**src/gcr_pkg.sv**
```systemverilog
// package with register map, field layout and helpers of the global configuration block
`default_nettype none
package gcr_pkg;

   // register byte addresses
   localparam logic [7:0]  GCR_ADDR_GLOBAL_CONFIGURATION      = 8'h00;
   localparam logic [7:0]  GCR_ADDR_IRQ_STATUS = 8'h04;
   localparam logic [7:0]  GCR_ADDR_IRQ_MASK   = 8'h08;
   localparam logic [7:0]  GCR_ADDR_STATE      = 8'h0C;

   // implemented field window of the configuration word
   localparam int          GCR_CFG_MSB         = 30;
   localparam int          GCR_CFG_LSB         = 19;
   localparam logic [31:0] GCR_GLOBAL_CONFIGURATION_RST       = 32'h1000_0000;
   localparam logic [11:0] GCR_CFG_RST         = 12'h200;

   // interrupt status bit positions and reset values
   localparam int          GCR_IRQ_W           = 3;
   localparam int          GCR_IRQ_HARD_STOP   = 0;
   localparam int          GCR_IRQ_PIN1_RISE   = 1;
   localparam int          GCR_IRQ_PIN0_RISE   = 2;
   localparam logic [2:0]  GCR_IRQ_RST         = 3'h0;

   // state register bit positions
   localparam int          GCR_ST_HARD_STOP    = 0;
   localparam int          GCR_ST_PIN1         = 1;
   localparam int          GCR_ST_PIN0         = 2;
   localparam int          GCR_ST_EXT_STEP     = 3;
   localparam int          GCR_ST_EXT_DIR      = 4;
   localparam int          GCR_ST_ENC_A        = 5;

   // coil fields of the axis-1 target word
   localparam int          GCR_COIL_A_MSB      = 8;
   localparam int          GCR_COIL_A_LSB      = 0;
   localparam int          GCR_COIL_B_MSB      = 24;
   localparam int          GCR_COIL_B_LSB      = 16;
   localparam int          GCR_COIL_W          = 9;
   localparam int          GCR_HOLD_W          = 5;
   localparam int          GCR_HOLD_SHIFT      = 5;
   localparam logic [9:0]  GCR_MSLUT_ZERO      = 10'h000;

   // step frequency comparison hysteresis as a right shift
   localparam logic [2:0]  GCR_HYST_SHIFT_16   = 3'h4;
   localparam logic [2:0]  GCR_HYST_SHIFT_32   = 3'h5;

   typedef enum logic [1:0] {
      GCR_CMB_OR    = 2'h0,
      GCR_CMB_AXIS0 = 2'h1,
      GCR_CMB_AXIS1 = 2'h2,
      GCR_CMB_AND   = 2'h3
   } gcr_combine_e;

   // field order matches bits 30 down to 19
   typedef struct packed {
      logic         pin1_source_select;
      logic         pin0_source_select;
      logic         axis1_driver_disable;
      logic         axis1_external_step_mode;
      logic         axis1_coil_current_direct;
      logic         axis1_hard_stop_enable;
      logic         axis1_hysteresis_select;
      logic         axis1_index_on_pin;
      gcr_combine_e compare_combine_select;
      gcr_combine_e interrupt_combine_select;
   } gcr_cfg_s;

   // status from both motion controllers and the driver
   typedef struct packed {
      logic       axis0_stall;
      logic       axis1_stall;
      logic       axis0_compare;
      logic       axis1_compare;
      logic       axis0_interrupt;
      logic       axis1_interrupt;
      logic       axis0_direction;
      logic       axis0_dir_on_pin;
      logic       driver_status;
      logic       axis1_int_step;
      logic       axis1_int_dir;
      logic [9:0] axis1_mslut_pos;
   } gcr_ctrl_s;

   function automatic logic gcr_combine(input gcr_combine_e sel, input logic a0,
                                        input logic a1);
      logic r;
      r = 1'b0;
      unique case (sel)
         GCR_CMB_OR:    r = a0 | a1;
         GCR_CMB_AXIS0: r = a0;
         GCR_CMB_AXIS1: r = a1;
         GCR_CMB_AND:   r = a0 & a1;
      endcase
      return r;
   endfunction : gcr_combine

   // coil * (hold + 1) / 32, signed
   function automatic logic [8:0] gcr_scale(input logic [8:0] coil, input logic [4:0] hold);
      logic signed [15:0] prod;
      logic signed [6:0]  fac;
      prod = 16'sh0000;
      fac  = $signed({1'b0, ({1'b0, hold} + 6'h01)});
      prod = 16'($signed(coil)) * 16'(fac);
      return prod[GCR_HOLD_SHIFT +: 9];
   endfunction : gcr_scale

endpackage : gcr_pkg
`default_nettype wire

```
**src/gcr_top.sv**
```systemverilog
// global configuration upper half: apb register bank, axis-1 controls, diagnostic pins
// Contract
// - pin1 source 0 drives stall or index info on the stall/index pin, 1 drives compare or axis-0 direction.
// - pin0 source 0 drives driver status on the error pin, 1 drives motion controller status.
// - axis-1 driver disable is active high, 0 enables and 1 disables the axis-1 driver.
// - external step mode turns off the axis-1 internal controller and uses external step/dir inputs.
// - in direct current mode coil A comes from target bits 8:0 and coil B from bits 24:16, signed.
// - in direct current mode coil currents are scaled by hold current and auto regulation is off.
// - hard stop enabled with encoder A high stops all axis-1 steps and forces standstill.
// - hysteresis select 0 gives 1/16 and 1 gives 1/32 for step frequency comparison.
// - index-on-pin set asserts the stall/index pin while axis 1 is at lookup position 0, with pin1 source 0 only.
// - compare combine chooses OR, axis 0, axis 1 or AND of the compare signals for the stall/index pin.
// - interrupt combine chooses OR, axis 0, axis 1 or AND of the interrupts for the error pin.
`default_nettype none
`timescale 1ns/10ps
module gcr_top
   import gcr_pkg::*;
(
   input  wire logic        pclk,
   input  wire logic        presetn,
   input  wire logic        psel,
   input  wire logic        penable,
   input  wire logic        pwrite,
   input  wire logic [7:0]  paddr,
   input  wire logic [31:0] pwdata,
   output logic      [31:0] prdata,
   output logic             pready,
   output logic             pslverr,
   output logic             irq,
   input  wire gcr_ctrl_s   ctrl,
   input  wire logic [31:0] axis1_target_position,
   input  wire logic [4:0]  hold_current_scale,
   input  wire logic        axis1_step_input,
   input  wire logic        axis1_direction_input,
   input  wire logic        axis1_encoder_a_input,
   output logic             stall_index_pin,
   output logic             error_status_pin,
   output logic             axis1_driver_disable,
   output logic             axis1_internal_ctrl_enable,
   output logic             axis1_step_out,
   output logic             axis1_dir_out,
   output logic             axis1_standstill,
   output logic      [2:0]  axis1_hyst_shift,
   output logic             axis1_direct_active,
   output logic             axis1_auto_current_enable,
   output logic      [8:0]  axis1_coil_a,
   output logic      [8:0]  axis1_coil_b
);
   // configuration and interrupt registers
   gcr_cfg_s    cfg_ff;
   logic [2:0]  irq_status_ff;
   logic [2:0]  irq_mask_ff;
   logic        irq_ff;

   // apb answer registers
   logic [31:0] prdata_ff;
   logic        pready_ff;
   logic        pslverr_ff;

   // output registers
   logic        pin1_ff;
   logic        pin0_ff;
   logic        drv_dis_ff;
   logic        int_en_ff;
   logic        step_ff;
   logic        dir_ff;
   logic        standstill_ff;
   logic [2:0]  hyst_ff;
   logic        direct_ff;
   logic        auto_cur_ff;
   logic [8:0]  coil_a_ff;
   logic [8:0]  coil_b_ff;

   // synchronised pins
   logic        ext_step;
   logic        ext_dir;
   logic        enc_a;

   // combinational next values
   logic        nxt_pin1;
   logic        nxt_pin0;
   logic        hard_stop;
   logic        sel_step;
   logic        sel_dir;
   logic        setup;
   logic        access;
   logic        wr_en;
   logic        addr_ok;
   logic [31:0] nxt_rdata;
   logic [2:0]  irq_events;
   logic [2:0]  irq_clear;

   gcr_sync u_sync_step (
      .pclk    (pclk),
      .presetn (presetn),
      .din     (axis1_step_input),
      .dout    (ext_step)
   );

   gcr_sync u_sync_dir (
      .pclk    (pclk),
      .presetn (presetn),
      .din     (axis1_direction_input),
      .dout    (ext_dir)
   );

   gcr_sync u_sync_enc (
      .pclk    (pclk),
      .presetn (presetn),
      .din     (axis1_encoder_a_input),
      .dout    (enc_a)
   );

   gcr_route u_route (
      .cfg      (cfg_ff),
      .ctrl     (ctrl),
      .nxt_pin1 (nxt_pin1),
      .nxt_pin0 (nxt_pin0)
   );

   // apb phase decode; answer comes in the first access cycle
   always_comb begin
      setup   = psel && !penable;
      access  = psel && penable && pready_ff;
      addr_ok = (paddr == GCR_ADDR_GLOBAL_CONFIGURATION) || (paddr == GCR_ADDR_IRQ_STATUS) ||
                (paddr == GCR_ADDR_IRQ_MASK) || (paddr == GCR_ADDR_STATE);
      wr_en   = access && pwrite && !pslverr_ff;
   end

   // read data mux
   always_comb begin
      nxt_rdata = 32'h0000_0000;
      unique case (paddr)
         GCR_ADDR_GLOBAL_CONFIGURATION:      nxt_rdata[GCR_CFG_MSB:GCR_CFG_LSB] = cfg_ff;
         GCR_ADDR_IRQ_STATUS: nxt_rdata[GCR_IRQ_W-1:0] = irq_status_ff;
         GCR_ADDR_IRQ_MASK:   nxt_rdata[GCR_IRQ_W-1:0] = irq_mask_ff;
         GCR_ADDR_STATE: begin
            nxt_rdata[GCR_ST_HARD_STOP] = standstill_ff;
            nxt_rdata[GCR_ST_PIN1]      = pin1_ff;
            nxt_rdata[GCR_ST_PIN0]      = pin0_ff;
            nxt_rdata[GCR_ST_EXT_STEP]  = ext_step;
            nxt_rdata[GCR_ST_EXT_DIR]   = ext_dir;
            nxt_rdata[GCR_ST_ENC_A]     = enc_a;
         end
         default:             nxt_rdata = 32'h0000_0000;
      endcase
   end

   // apb answer: ready for one cycle, data and error captured in setup
   always_ff @(posedge pclk or negedge presetn) begin
      if (!presetn) begin
         pready_ff  <= 1'b0;
         pslverr_ff <= 1'b0;
         prdata_ff  <= 32'h0000_0000;
      end else begin
         pready_ff <= setup;
         if (setup) begin
            pslverr_ff <= !addr_ok;
            prdata_ff  <= (!pwrite && addr_ok) ? nxt_rdata : 32'h0000_0000;
         end else if (access) begin
            pslverr_ff <= 1'b0;
         end
      end
   end

   // configuration word; fields feed the routing directly
   always_ff @(posedge pclk or negedge presetn) begin
      if (!presetn) begin
         cfg_ff <= gcr_cfg_s'(GCR_CFG_RST);
      end else if (wr_en && paddr == GCR_ADDR_GLOBAL_CONFIGURATION) begin
         cfg_ff <= gcr_cfg_s'(pwdata[GCR_CFG_MSB:GCR_CFG_LSB]);
      end
   end

   // interrupt mask
   always_ff @(posedge pclk or negedge presetn) begin
      if (!presetn) begin
         irq_mask_ff <= GCR_IRQ_RST;
      end else if (wr_en && paddr == GCR_ADDR_IRQ_MASK) begin
         irq_mask_ff <= pwdata[GCR_IRQ_W-1:0];
      end
   end

   // events: rising edges of hard stop and both pins
   always_comb begin
      irq_events                    = 3'h0;
      irq_events[GCR_IRQ_HARD_STOP] = hard_stop && !standstill_ff;
      irq_events[GCR_IRQ_PIN1_RISE] = nxt_pin1 && !pin1_ff;
      irq_events[GCR_IRQ_PIN0_RISE] = nxt_pin0 && !pin0_ff;
      irq_clear = (wr_en && paddr == GCR_ADDR_IRQ_STATUS) ? pwdata[GCR_IRQ_W-1:0] : 3'h0;
   end

   // sticky status, write one to clear, a new event wins over the clear
   always_ff @(posedge pclk or negedge presetn) begin
      if (!presetn) begin
         irq_status_ff <= GCR_IRQ_RST;
      end else begin
         irq_status_ff <= (irq_status_ff & ~irq_clear) | irq_events;
      end
   end

   always_ff @(posedge pclk or negedge presetn) begin
      if (!presetn) begin
         irq_ff <= 1'b0;
      end else begin
         irq_ff <= |(irq_status_ff & irq_mask_ff);
      end
   end

   // diagnostic pins registered from the routing
   always_ff @(posedge pclk or negedge presetn) begin
      if (!presetn) begin
         pin1_ff <= 1'b0;
         pin0_ff <= 1'b0;
      end else begin
         pin1_ff <= nxt_pin1;
         pin0_ff <= nxt_pin0;
      end
   end

   // axis-1 step source and hard stop
   always_comb begin
      hard_stop = cfg_ff.axis1_hard_stop_enable && enc_a;
      sel_step  = cfg_ff.axis1_external_step_mode ? ext_step : ctrl.axis1_int_step;
      sel_dir   = cfg_ff.axis1_external_step_mode ? ext_dir : ctrl.axis1_int_dir;
   end

   always_ff @(posedge pclk or negedge presetn) begin
      if (!presetn) begin
         drv_dis_ff    <= GCR_GLOBAL_CONFIGURATION_RST[28];
         int_en_ff     <= 1'b1;
         step_ff       <= 1'b0;
         dir_ff        <= 1'b0;
         standstill_ff <= 1'b0;
      end else begin
         drv_dis_ff    <= cfg_ff.axis1_driver_disable;
         int_en_ff     <= !cfg_ff.axis1_external_step_mode;
         step_ff       <= hard_stop ? 1'b0 : sel_step;
         dir_ff        <= sel_dir;
         standstill_ff <= hard_stop;
      end
   end

   // hysteresis for step frequency comparison
   always_ff @(posedge pclk or negedge presetn) begin
      if (!presetn) begin
         hyst_ff <= GCR_HYST_SHIFT_16;
      end else begin
         hyst_ff <= cfg_ff.axis1_hysteresis_select ? GCR_HYST_SHIFT_32 : GCR_HYST_SHIFT_16;
      end
   end

   // direct coil current mode
   always_ff @(posedge pclk or negedge presetn) begin
      if (!presetn) begin
         direct_ff   <= 1'b0;
         auto_cur_ff <= 1'b1;
         coil_a_ff   <= 9'h000;
         coil_b_ff   <= 9'h000;
      end else begin
         direct_ff   <= cfg_ff.axis1_coil_current_direct;
         auto_cur_ff <= !cfg_ff.axis1_coil_current_direct;
         if (cfg_ff.axis1_coil_current_direct) begin
            coil_a_ff <= gcr_scale(axis1_target_position[GCR_COIL_A_MSB:GCR_COIL_A_LSB],
                                   hold_current_scale);
            coil_b_ff <= gcr_scale(axis1_target_position[GCR_COIL_B_MSB:GCR_COIL_B_LSB],
                                   hold_current_scale);
         end else begin
            coil_a_ff <= 9'h000;
            coil_b_ff <= 9'h000;
         end
      end
   end

   assign prdata                     = prdata_ff;
   assign pready                     = pready_ff;
   assign pslverr                    = pslverr_ff;
   assign irq                        = irq_ff;
   assign stall_index_pin            = pin1_ff;
   assign error_status_pin           = pin0_ff;
   assign axis1_driver_disable       = drv_dis_ff;
   assign axis1_internal_ctrl_enable = int_en_ff;
   assign axis1_step_out             = step_ff;
   assign axis1_dir_out              = dir_ff;
   assign axis1_standstill           = standstill_ff;
   assign axis1_hyst_shift           = hyst_ff;
   assign axis1_direct_active        = direct_ff;
   assign axis1_auto_current_enable  = auto_cur_ff;
   assign axis1_coil_a               = coil_a_ff;
   assign axis1_coil_b               = coil_b_ff;
endmodule : gcr_top
`default_nettype wire

```
**src/gcr_sync.sv**
```systemverilog
// three-stage input synchroniser with agreement filter
`default_nettype none
`timescale 1ns/10ps
module gcr_sync
   import gcr_pkg::*;
(
   input  wire logic pclk,
   input  wire logic presetn,
   input  wire logic din,
   output logic      dout
);
   logic s1_ff;
   logic s2_ff;
   logic s3_ff;
   logic dout_ff;

   always_ff @(posedge pclk or negedge presetn) begin
      if (!presetn) begin
         s1_ff <= 1'b0;
         s2_ff <= 1'b0;
         s3_ff <= 1'b0;
      end else begin
         s1_ff <= din;
         s2_ff <= s1_ff;
         s3_ff <= s2_ff;
      end
   end

   // change counts once second and third stage agree
   always_ff @(posedge pclk or negedge presetn) begin
      if (!presetn) begin
         dout_ff <= 1'b0;
      end else if (s2_ff == s3_ff) begin
         dout_ff <= s3_ff;
      end
   end

   assign dout = dout_ff;
endmodule : gcr_sync
`default_nettype wire

```
**src/gcr_route.sv**
```systemverilog
// diagnostic pin source selection from configuration and controller status
`default_nettype none
`timescale 1ns/10ps
module gcr_route
   import gcr_pkg::*;
(
   input  wire gcr_cfg_s  cfg,
   input  wire gcr_ctrl_s ctrl,
   output logic           nxt_pin1,
   output logic           nxt_pin0
);
   logic index_hit;
   logic cmp_comb;
   logic int_comb;

   always_comb begin
      index_hit = cfg.axis1_index_on_pin && (ctrl.axis1_mslut_pos == GCR_MSLUT_ZERO);
      cmp_comb  = gcr_combine(cfg.compare_combine_select, ctrl.axis0_compare,
                              ctrl.axis1_compare);
      int_comb  = gcr_combine(cfg.interrupt_combine_select, ctrl.axis0_interrupt,
                              ctrl.axis1_interrupt);
      if (!cfg.pin1_source_select) begin
         nxt_pin1 = ctrl.axis0_stall | ctrl.axis1_stall | index_hit;
      end else begin
         nxt_pin1 = ctrl.axis0_dir_on_pin ? ctrl.axis0_direction : cmp_comb;
      end
      nxt_pin0 = cfg.pin0_source_select ? int_comb : ctrl.driver_status;
   end
endmodule : gcr_route
`default_nettype wire

```
**config.mk**
```make
export PLATFORM = sky130hd
export DESIGN_NAME = gcr_top
export DESIGN_NICKNAME = d
export VERILOG_FILES = /design/src/gcr_pkg.sv /design/src/gcr_top.sv /design/src/gcr_sync.sv /design/src/gcr_route.sv
export SDC_FILE = /design/constraint.sdc
export NUM_CORES = 1
export LEC_CHECK = 0
export BUFFER_PORTS_ARGS = -buffer_cell sky130_fd_sc_hd__buf_2
export CAP_MARGIN = 10
export CORE_MARGIN = 4
export CORE_UTILIZATION = 49
export DETAILED_ROUTE_END_ITERATION = 8
export GPL_TIMING_DRIVEN = 0
export PLACE_DENSITY = 0.77
export SKIP_LAST_GASP = 1
export SYNTH_ARGS = -nofsm -noshare
export SYNTH_HDL_FRONTEND = slang
export SYNTH_HIERARCHICAL = 1
export SYNTH_SLANG_ARGS = --single-unit
export TNS_END_PERCENT = 20
```
**constraint.sdc**
```tcl
create_clock -name pclk -period 1.8 [get_ports pclk]
set_input_delay 0.36 -clock pclk [delete_from_list [all_inputs] [get_ports pclk]]
set_output_delay 0.36 -clock pclk [all_outputs]
set_load 0.01 [all_outputs]
```
## After elaboration in Yosys (flattened, before gate mapping)

Index checks and enable logic that the tools add are counted.

- Register bits: 95
- Bits of input ports: 106
- Output and inout bits: 65
- Logic and storage cells: 115

- Add/subtract/negate cells: 1
- Multipliers: 2
- Equality and inequality tests: 12
- Multiplexer cells: 18
- Bitwise gates (word level): 10
- Reduce and logical (&&, ||, !) cells: 32

Operator list:

| operator | count |
|---|---|
| $mux W31 | 1 |
| $mul A9 B7 Y14 | 2 |
| $mux W9 | 2 |
| $eq A8 B4 Y1 const B | 2 |
| $logic_and A1 B1 Y1 | 14 |
| $mux W12 | 1 |
| $logic_not A10 Y1 | 1 |
| $logic_not A1 Y1 | 9 |
| $mux W1 | 9 |
| $pmux W3 S3 | 1 |
| $eq A2 B2 Y1 const B | 4 |
| $eq A8 B3 Y1 const B | 1 |
| $logic_not A8 Y1 | 1 |
| $pmux W1 S4 | 2 |
| $add A5 B1 Y6 const B | 1 |
| $and A3 B3 Y3 | 2 |
| $mux W3 | 2 |
| $eq A2 B1 Y1 const B | 2 |
| $logic_not A2 Y1 | 2 |
| $or A1 B1 Y1 | 4 |
| $eq A1 B1 Y1 | 3 |
| $logic_or A1 B1 Y1 | 3 |
| $not A3 Y3 | 1 |
| $or A3 B3 Y3 | 1 |
| other kinds (3) | 4 |

## Depth between registers and ports, before layout

- Depth after elaboration: 9
- Gate-level depth with buffers: 20
- Gate-level depth less buffers: 19

## By module

The synthesis kept the hierarchy.

By module, submodules not included:

| module | instances | cells an instance | area an instance (um^2) | sequential area each (um^2) |
|---|---|---|---|---|
| gcr_top | 1 | 607 | 6157.2 | 1681.6 |
| gcr_sync | 3 | 5 | 111.4 | 100.1 |
| gcr_route | 1 | 16 | 105.1 | 0.0 |

## Worst setup path after synthesis

No wires, ideal clock.

- Path type: input-to-reg
- From: in hold_current_scale[0]
- To: reg coil_a_ff[7], in the netlist axis1_coil_a[7]
- Library setup time: 0.126 ns
- Arrival time: 4.711 ns
- Required time: 1.674 ns
- Path slack: -3.037 ns
- Stages: 19
- Path buffers: 2
- Path through: buf_4 -> nand3_1 -> xnor2_1 -> clkbuf_1 -> nand2_1 -> fa_1 -> inv_1 -> ha_1 -> inv_1 -> fa_1 -> fa_1 -> inv_1 -> ha_1 -> and4_1 -> a2111o_1 -> nor4_2 -> o21bai_1 -> a211oi_1 -> nor3_1

- Cells in the longest elaborated chain, start to end: 3

RTL lines:

| what | RTL line | RTL |
|---|---|---|
| start, declared | gcr_top.sv:32 | `input wire logic [4:0] hold_current_scale,` |
| $add A5 B1 Y6 | gcr_pkg.sv:101 | `fac = $signed({1'b0, ({1'b0, hold} + 6'h01)});` |
| $mul A9 B7 Y14 | gcr_pkg.sv:102 | `prod = 16'($signed(coil)) * 16'(fac);` |
| $mux W9 | gcr_top.sv:263 | `if (cfg_ff.axis1_coil_current_direct) begin` |
| end signal, assigned | gcr_top.sv:264 | `coil_a_ff <= gcr_scale(axis1_target_position[GCR_COIL_A_MSB:GCR_COIL_A_LSB],` |
| end, declared | gcr_top.sv:71 | `logic [8:0] coil_a_ff;` |

No other way between the ends.
A chain may end at the register's enable or synchronous reset.

## Worst setup path in the final report

- From: in hold_current_scale[0]
- To: reg coil_a_ff[6], in the netlist axis1_coil_a[6]

Same word-level chain as after synthesis.

==> flow_summary_export.csv <==
group,metric,value,unit
drt,met1Wirelength,6090,um
drt,drc,0,
sta,hold_viol,0,
sta,finalSetupViolCount,34,
synth,synthXorXnorAreaFrac,0.0345,
clock_tree,cts_tree,"yes",
floorplanning,coreArea,0.0132,mm2
setup_path,worstPathArrival,4.54,ns
setup_path,path_cells,"buf_8 > ha_4 > xor2_4 > buf_4 > buf_4 > and2_1 > fa_1 > fa_2 > fa_1 > inv_1 > fa_1 > inv_2 > ha_4 > o21ai_1 > nor2_2 > o221ai_2 > o21bai_1 > buf_4 > xnor2_2 > nor2_1",
setup_path,path_class,"in -> reg",
synth,synth_cell_types,56,
drt,wl_met2,8000,um
global_routing,grt_pass1_wl,24600,um
power,ir_drop,576,uV
final_layout,fin_nets,1039,
synth,synthCells,638,
final_layout,num_antenna_cells,0,
min_path,hold_class,"in -> reg",
setup_path,crit_buf_inv,6,
floorplanning,die_x,124,um
clock_tree,root_buffer,"clkbuf_16",
sta,maxSlewViolCount,0,
sta,slew-limit-headroom,0.605,
power,leakage,4.30,nW
setup_path,endpoint_kind,"flip-flop",
setup_path,critPathSlowestCell,"fa_1",
final_layout,fillers,1037,
sta,clock_skew,0.0104,ns
global_routing,grt-ovfl-total,0,
sta,rsz0062_at_grt,"true",
synth,yosys_most_used_dff,"dfrtp_1",
floorplanning,die_h,124,um
setup_path,cp_data_required_time,1.99,ns
clock_tree,cts.sinks,79,
drt,avgViaCountPerCell,5.22,
setup_path,critPathMaxFanout,6,
clock_tree,clk-insertion-delay-late,0.33,ns
sta,post-route-min-period,4.35,ns
floorplanning,num_io_pins,171,
synth,synthMuxAreaShare,0.0340,
drt,final_antenna_net_count,0,
synth,ys_ff_latch,79,
synth,synth-simple-area-share,0.165,
sta,worst_pin_slew,0.592,ns
synth,synth_edf_count,0,
global_routing,grt_pass1_vias,5310,
final_layout,final_core_util,0.646,
global_routing,antenna_found_initial,0,
global_routing,grt_usage,0.203,
final_layout,drive_above_1_share,0.336,
synth,synth_compound_area_frac,0.0763,
sta,finalCritPeriodShare,2.42,
drt,post_drt_wl_per_cell,15.6,um
setup_path,cp-start-kind,"primary input",
power,finalPower,8.66,mW
clock_tree,cts-buffers-inserted,9,
status,status,"finished with violations",
drt,dr_wl_met3,1040,um
drt,drtIter0Drc,279,
placed_design,dp.final_hpwl,12000,um
placed_design,place.gp.congestion,0.890,
clock_tree,clockBufferDepth,2,
synth,syn_avg_cell_area,10.3,um2
setup_path,crit_family,"adder cells",
status,violations,"setup timing",
synth,synth_warnings,6,
floorplanning,initial_core_util,0.500,
sta,fin_ws,-2.55,ns
synth,synthAdderAreaFrac,0.302,
placed_design,post-place-cells,950,
synth,async_flop_share,1.00,
floorplanning,rows,42,
global_routing,grt_max_degree,60,
sta,hold_ws,0.138,ns
sta,finalSetupTns,-42.91,ns
power,powerDensity,1020,mW/mm2
final_layout,syn_to_final_growth,29.1,%
sta,max_freq,0.230,GHz
setup_path,max_stage_delay,0.52,ns
clock_tree,htreeDepth,3,
floorplanning,dieArea,0.0154,mm2
drt,dr.pass1.iters,5,
drt,vias,5207,
clock_tree,clkTransAtPathRegs,0.06,ns
drt,wirelength,15500,um
synth,yosysSeqAreaShare,0.300,
synth,synth_top_family_by_area,"adder cells",
placed_design,io_buffers,121,
job,cap_violations,0,
final_layout,layout.cells.non_filler,997,
drt,highest_layer,"met4",
synth,syn_area,0.00660,mm2
-- cell usage after synthesis (2+ instances only) --
library cell  count  area [um2]
ha_1             51         638
nor2_1           21        78.8
maj3_2            3        33.8
clkbuf_1         11        41.3
o21a_1            2        15.0
conb_1            2        7.51
nor3b_1           3        22.5
dfstp_2           4         105
dfrtp_1          75        1880
a211oi_1          4        30.0
nand2_1          30         113
a22o_1           19         166
nor3_1           14        70.1
o221ai_1          2        17.5
buf_4            17         128
o21ai_0          16        80.1
o21bai_1          4        30.0
nor4_2            2        25.0
a22oi_1           3        22.5
nand3_1           7        35.0
fa_1             66        1320
and3_1            2        12.5
a21o_1            2        15.0
nand2b_1          9        56.3
mux2_2           11         124
and2_1           58         363
nor2b_1          29         181
a21oi_1          11        55.1
or3_1             4        25.0
xnor2_1          20         175
xor2_1            6        52.6
mux2_4            6        90.1
inv_1           101         379
-- logic make-up after synthesis --
| logic type | Yosys count |
|---|---|
| simple gates | 190 |
| buf+inv | 132 |
| fa+ha+maj | 120 |
| flops | 79 |
| compound gates | 71 |
| xor+xnor | 26 |
| mux | 18 |
| other cells | 2 |
-- flip-flops by register name, summed over array words and instances (netlist names), 3 cells and up --
signal	cells
prdata	18
cfg_ff	12
axis1_coil_a	9
axis1_coil_b	9
irq_mask_ff	3
irq_status_ff	3
-- area by class of cell --
cell class / instances / area (um2) / share of cell area
flip-flops and latches: 79 / 1980 / 0.233
plain buffers: 30 / 236 / 0.0278
repair buffers: 153 / 923 / 0.108
clock inverters: 5 / 65.1 / 0.00764
inverters: 102 / 383 / 0.0449
multi-input cells: 441 / 4470 / 0.524
clock buffers: 11 / 243 / 0.0285
well taps: 176 / 220 / 0.0259
-- layer usage --
layer / GRT usage / up-vias
li1: - / 2387
met1: 0.243 / 2626
met2: 0.371 / 166
met3: 0.0304 / 28
met4: 0.0698 / 0
met5: 0 / -
-- cells in the final DEF (no fill, tap or decap), drive strengths merged, types with 6 or more instances in the layout --
cell type / count
a21oi: 11
a22o: 19
and2: 58
buf: 171
clkbuf: 22
conb: 16
dfrtp: 75
fa: 66
ha: 51
inv: 103
mux2: 17
nand2: 30
nand2b: 9
nand3: 7
nor2: 21
nor2b: 29
nor3: 15
o21ai: 17
xnor2: 20
xor2: 6
-- worst reg2reg max path, delay by kind of cell (launching register included) --
kind / cells / cell delay, ns
multiplexers: 1 / 0.31
AND/OR/NAND/NOR: 2 / 0.85
flip-flops: 1 / 0.39
buffers and inverters: 1 / 0.22
-- where the power goes --
part / total [mW] / internal [mW] / switching (mW)
combinational: 4.71 / 2.29 / 2.41
clock: 1.85 / 1.13 / 0.722
sequential: 2.11 / 2.04 / 0.0627
-- timing repair --
action                                 in CTS  in global routing
hold buffers                                1                  0
buffers inserted                           20                  8
gates cloned                                2                  0
gates resized for setup                    28                 16
endpoints found under the hold margin      17                  0
pin swaps                                  25                 15
setup endpoints to repair                  32                 46
-- final timing paths --
check                                           start                         end  slack [ns]  cells after the start
worst max-delay path            hold_current_scale[0]             axis1_coil_a[6]       -2.55                     20
worst min-delay path                 axis1_step_input           u_sync_step/s1_ff        0.14                      1
worst max register to register                pslverr                   cfg_ff[6]       -0.09                      4
worst min register to register      u_sync_step/s1_ff           u_sync_step/s2_ff        0.35                      0
max in group asynchronous                     presetn  axis1_internal_ctrl_enable        0.76                      3
min in group asynchronous                     presetn            u_sync_dir/s2_ff        0.45                      2
-- metrics by stage --
stage / area (um2) / setup slack, ns
3_3_place_gp: 7720 / -3.00
4_1_cts: 8370 / -2.55
5_1_grt: 8520 / -2.74
2_1_floorplan: 6900 / -2.45
3_5_place_dp: 7750 / -3.11
6_report: 8520 / -2.55
No activity file was read; power rests on OpenSTA's default activity.
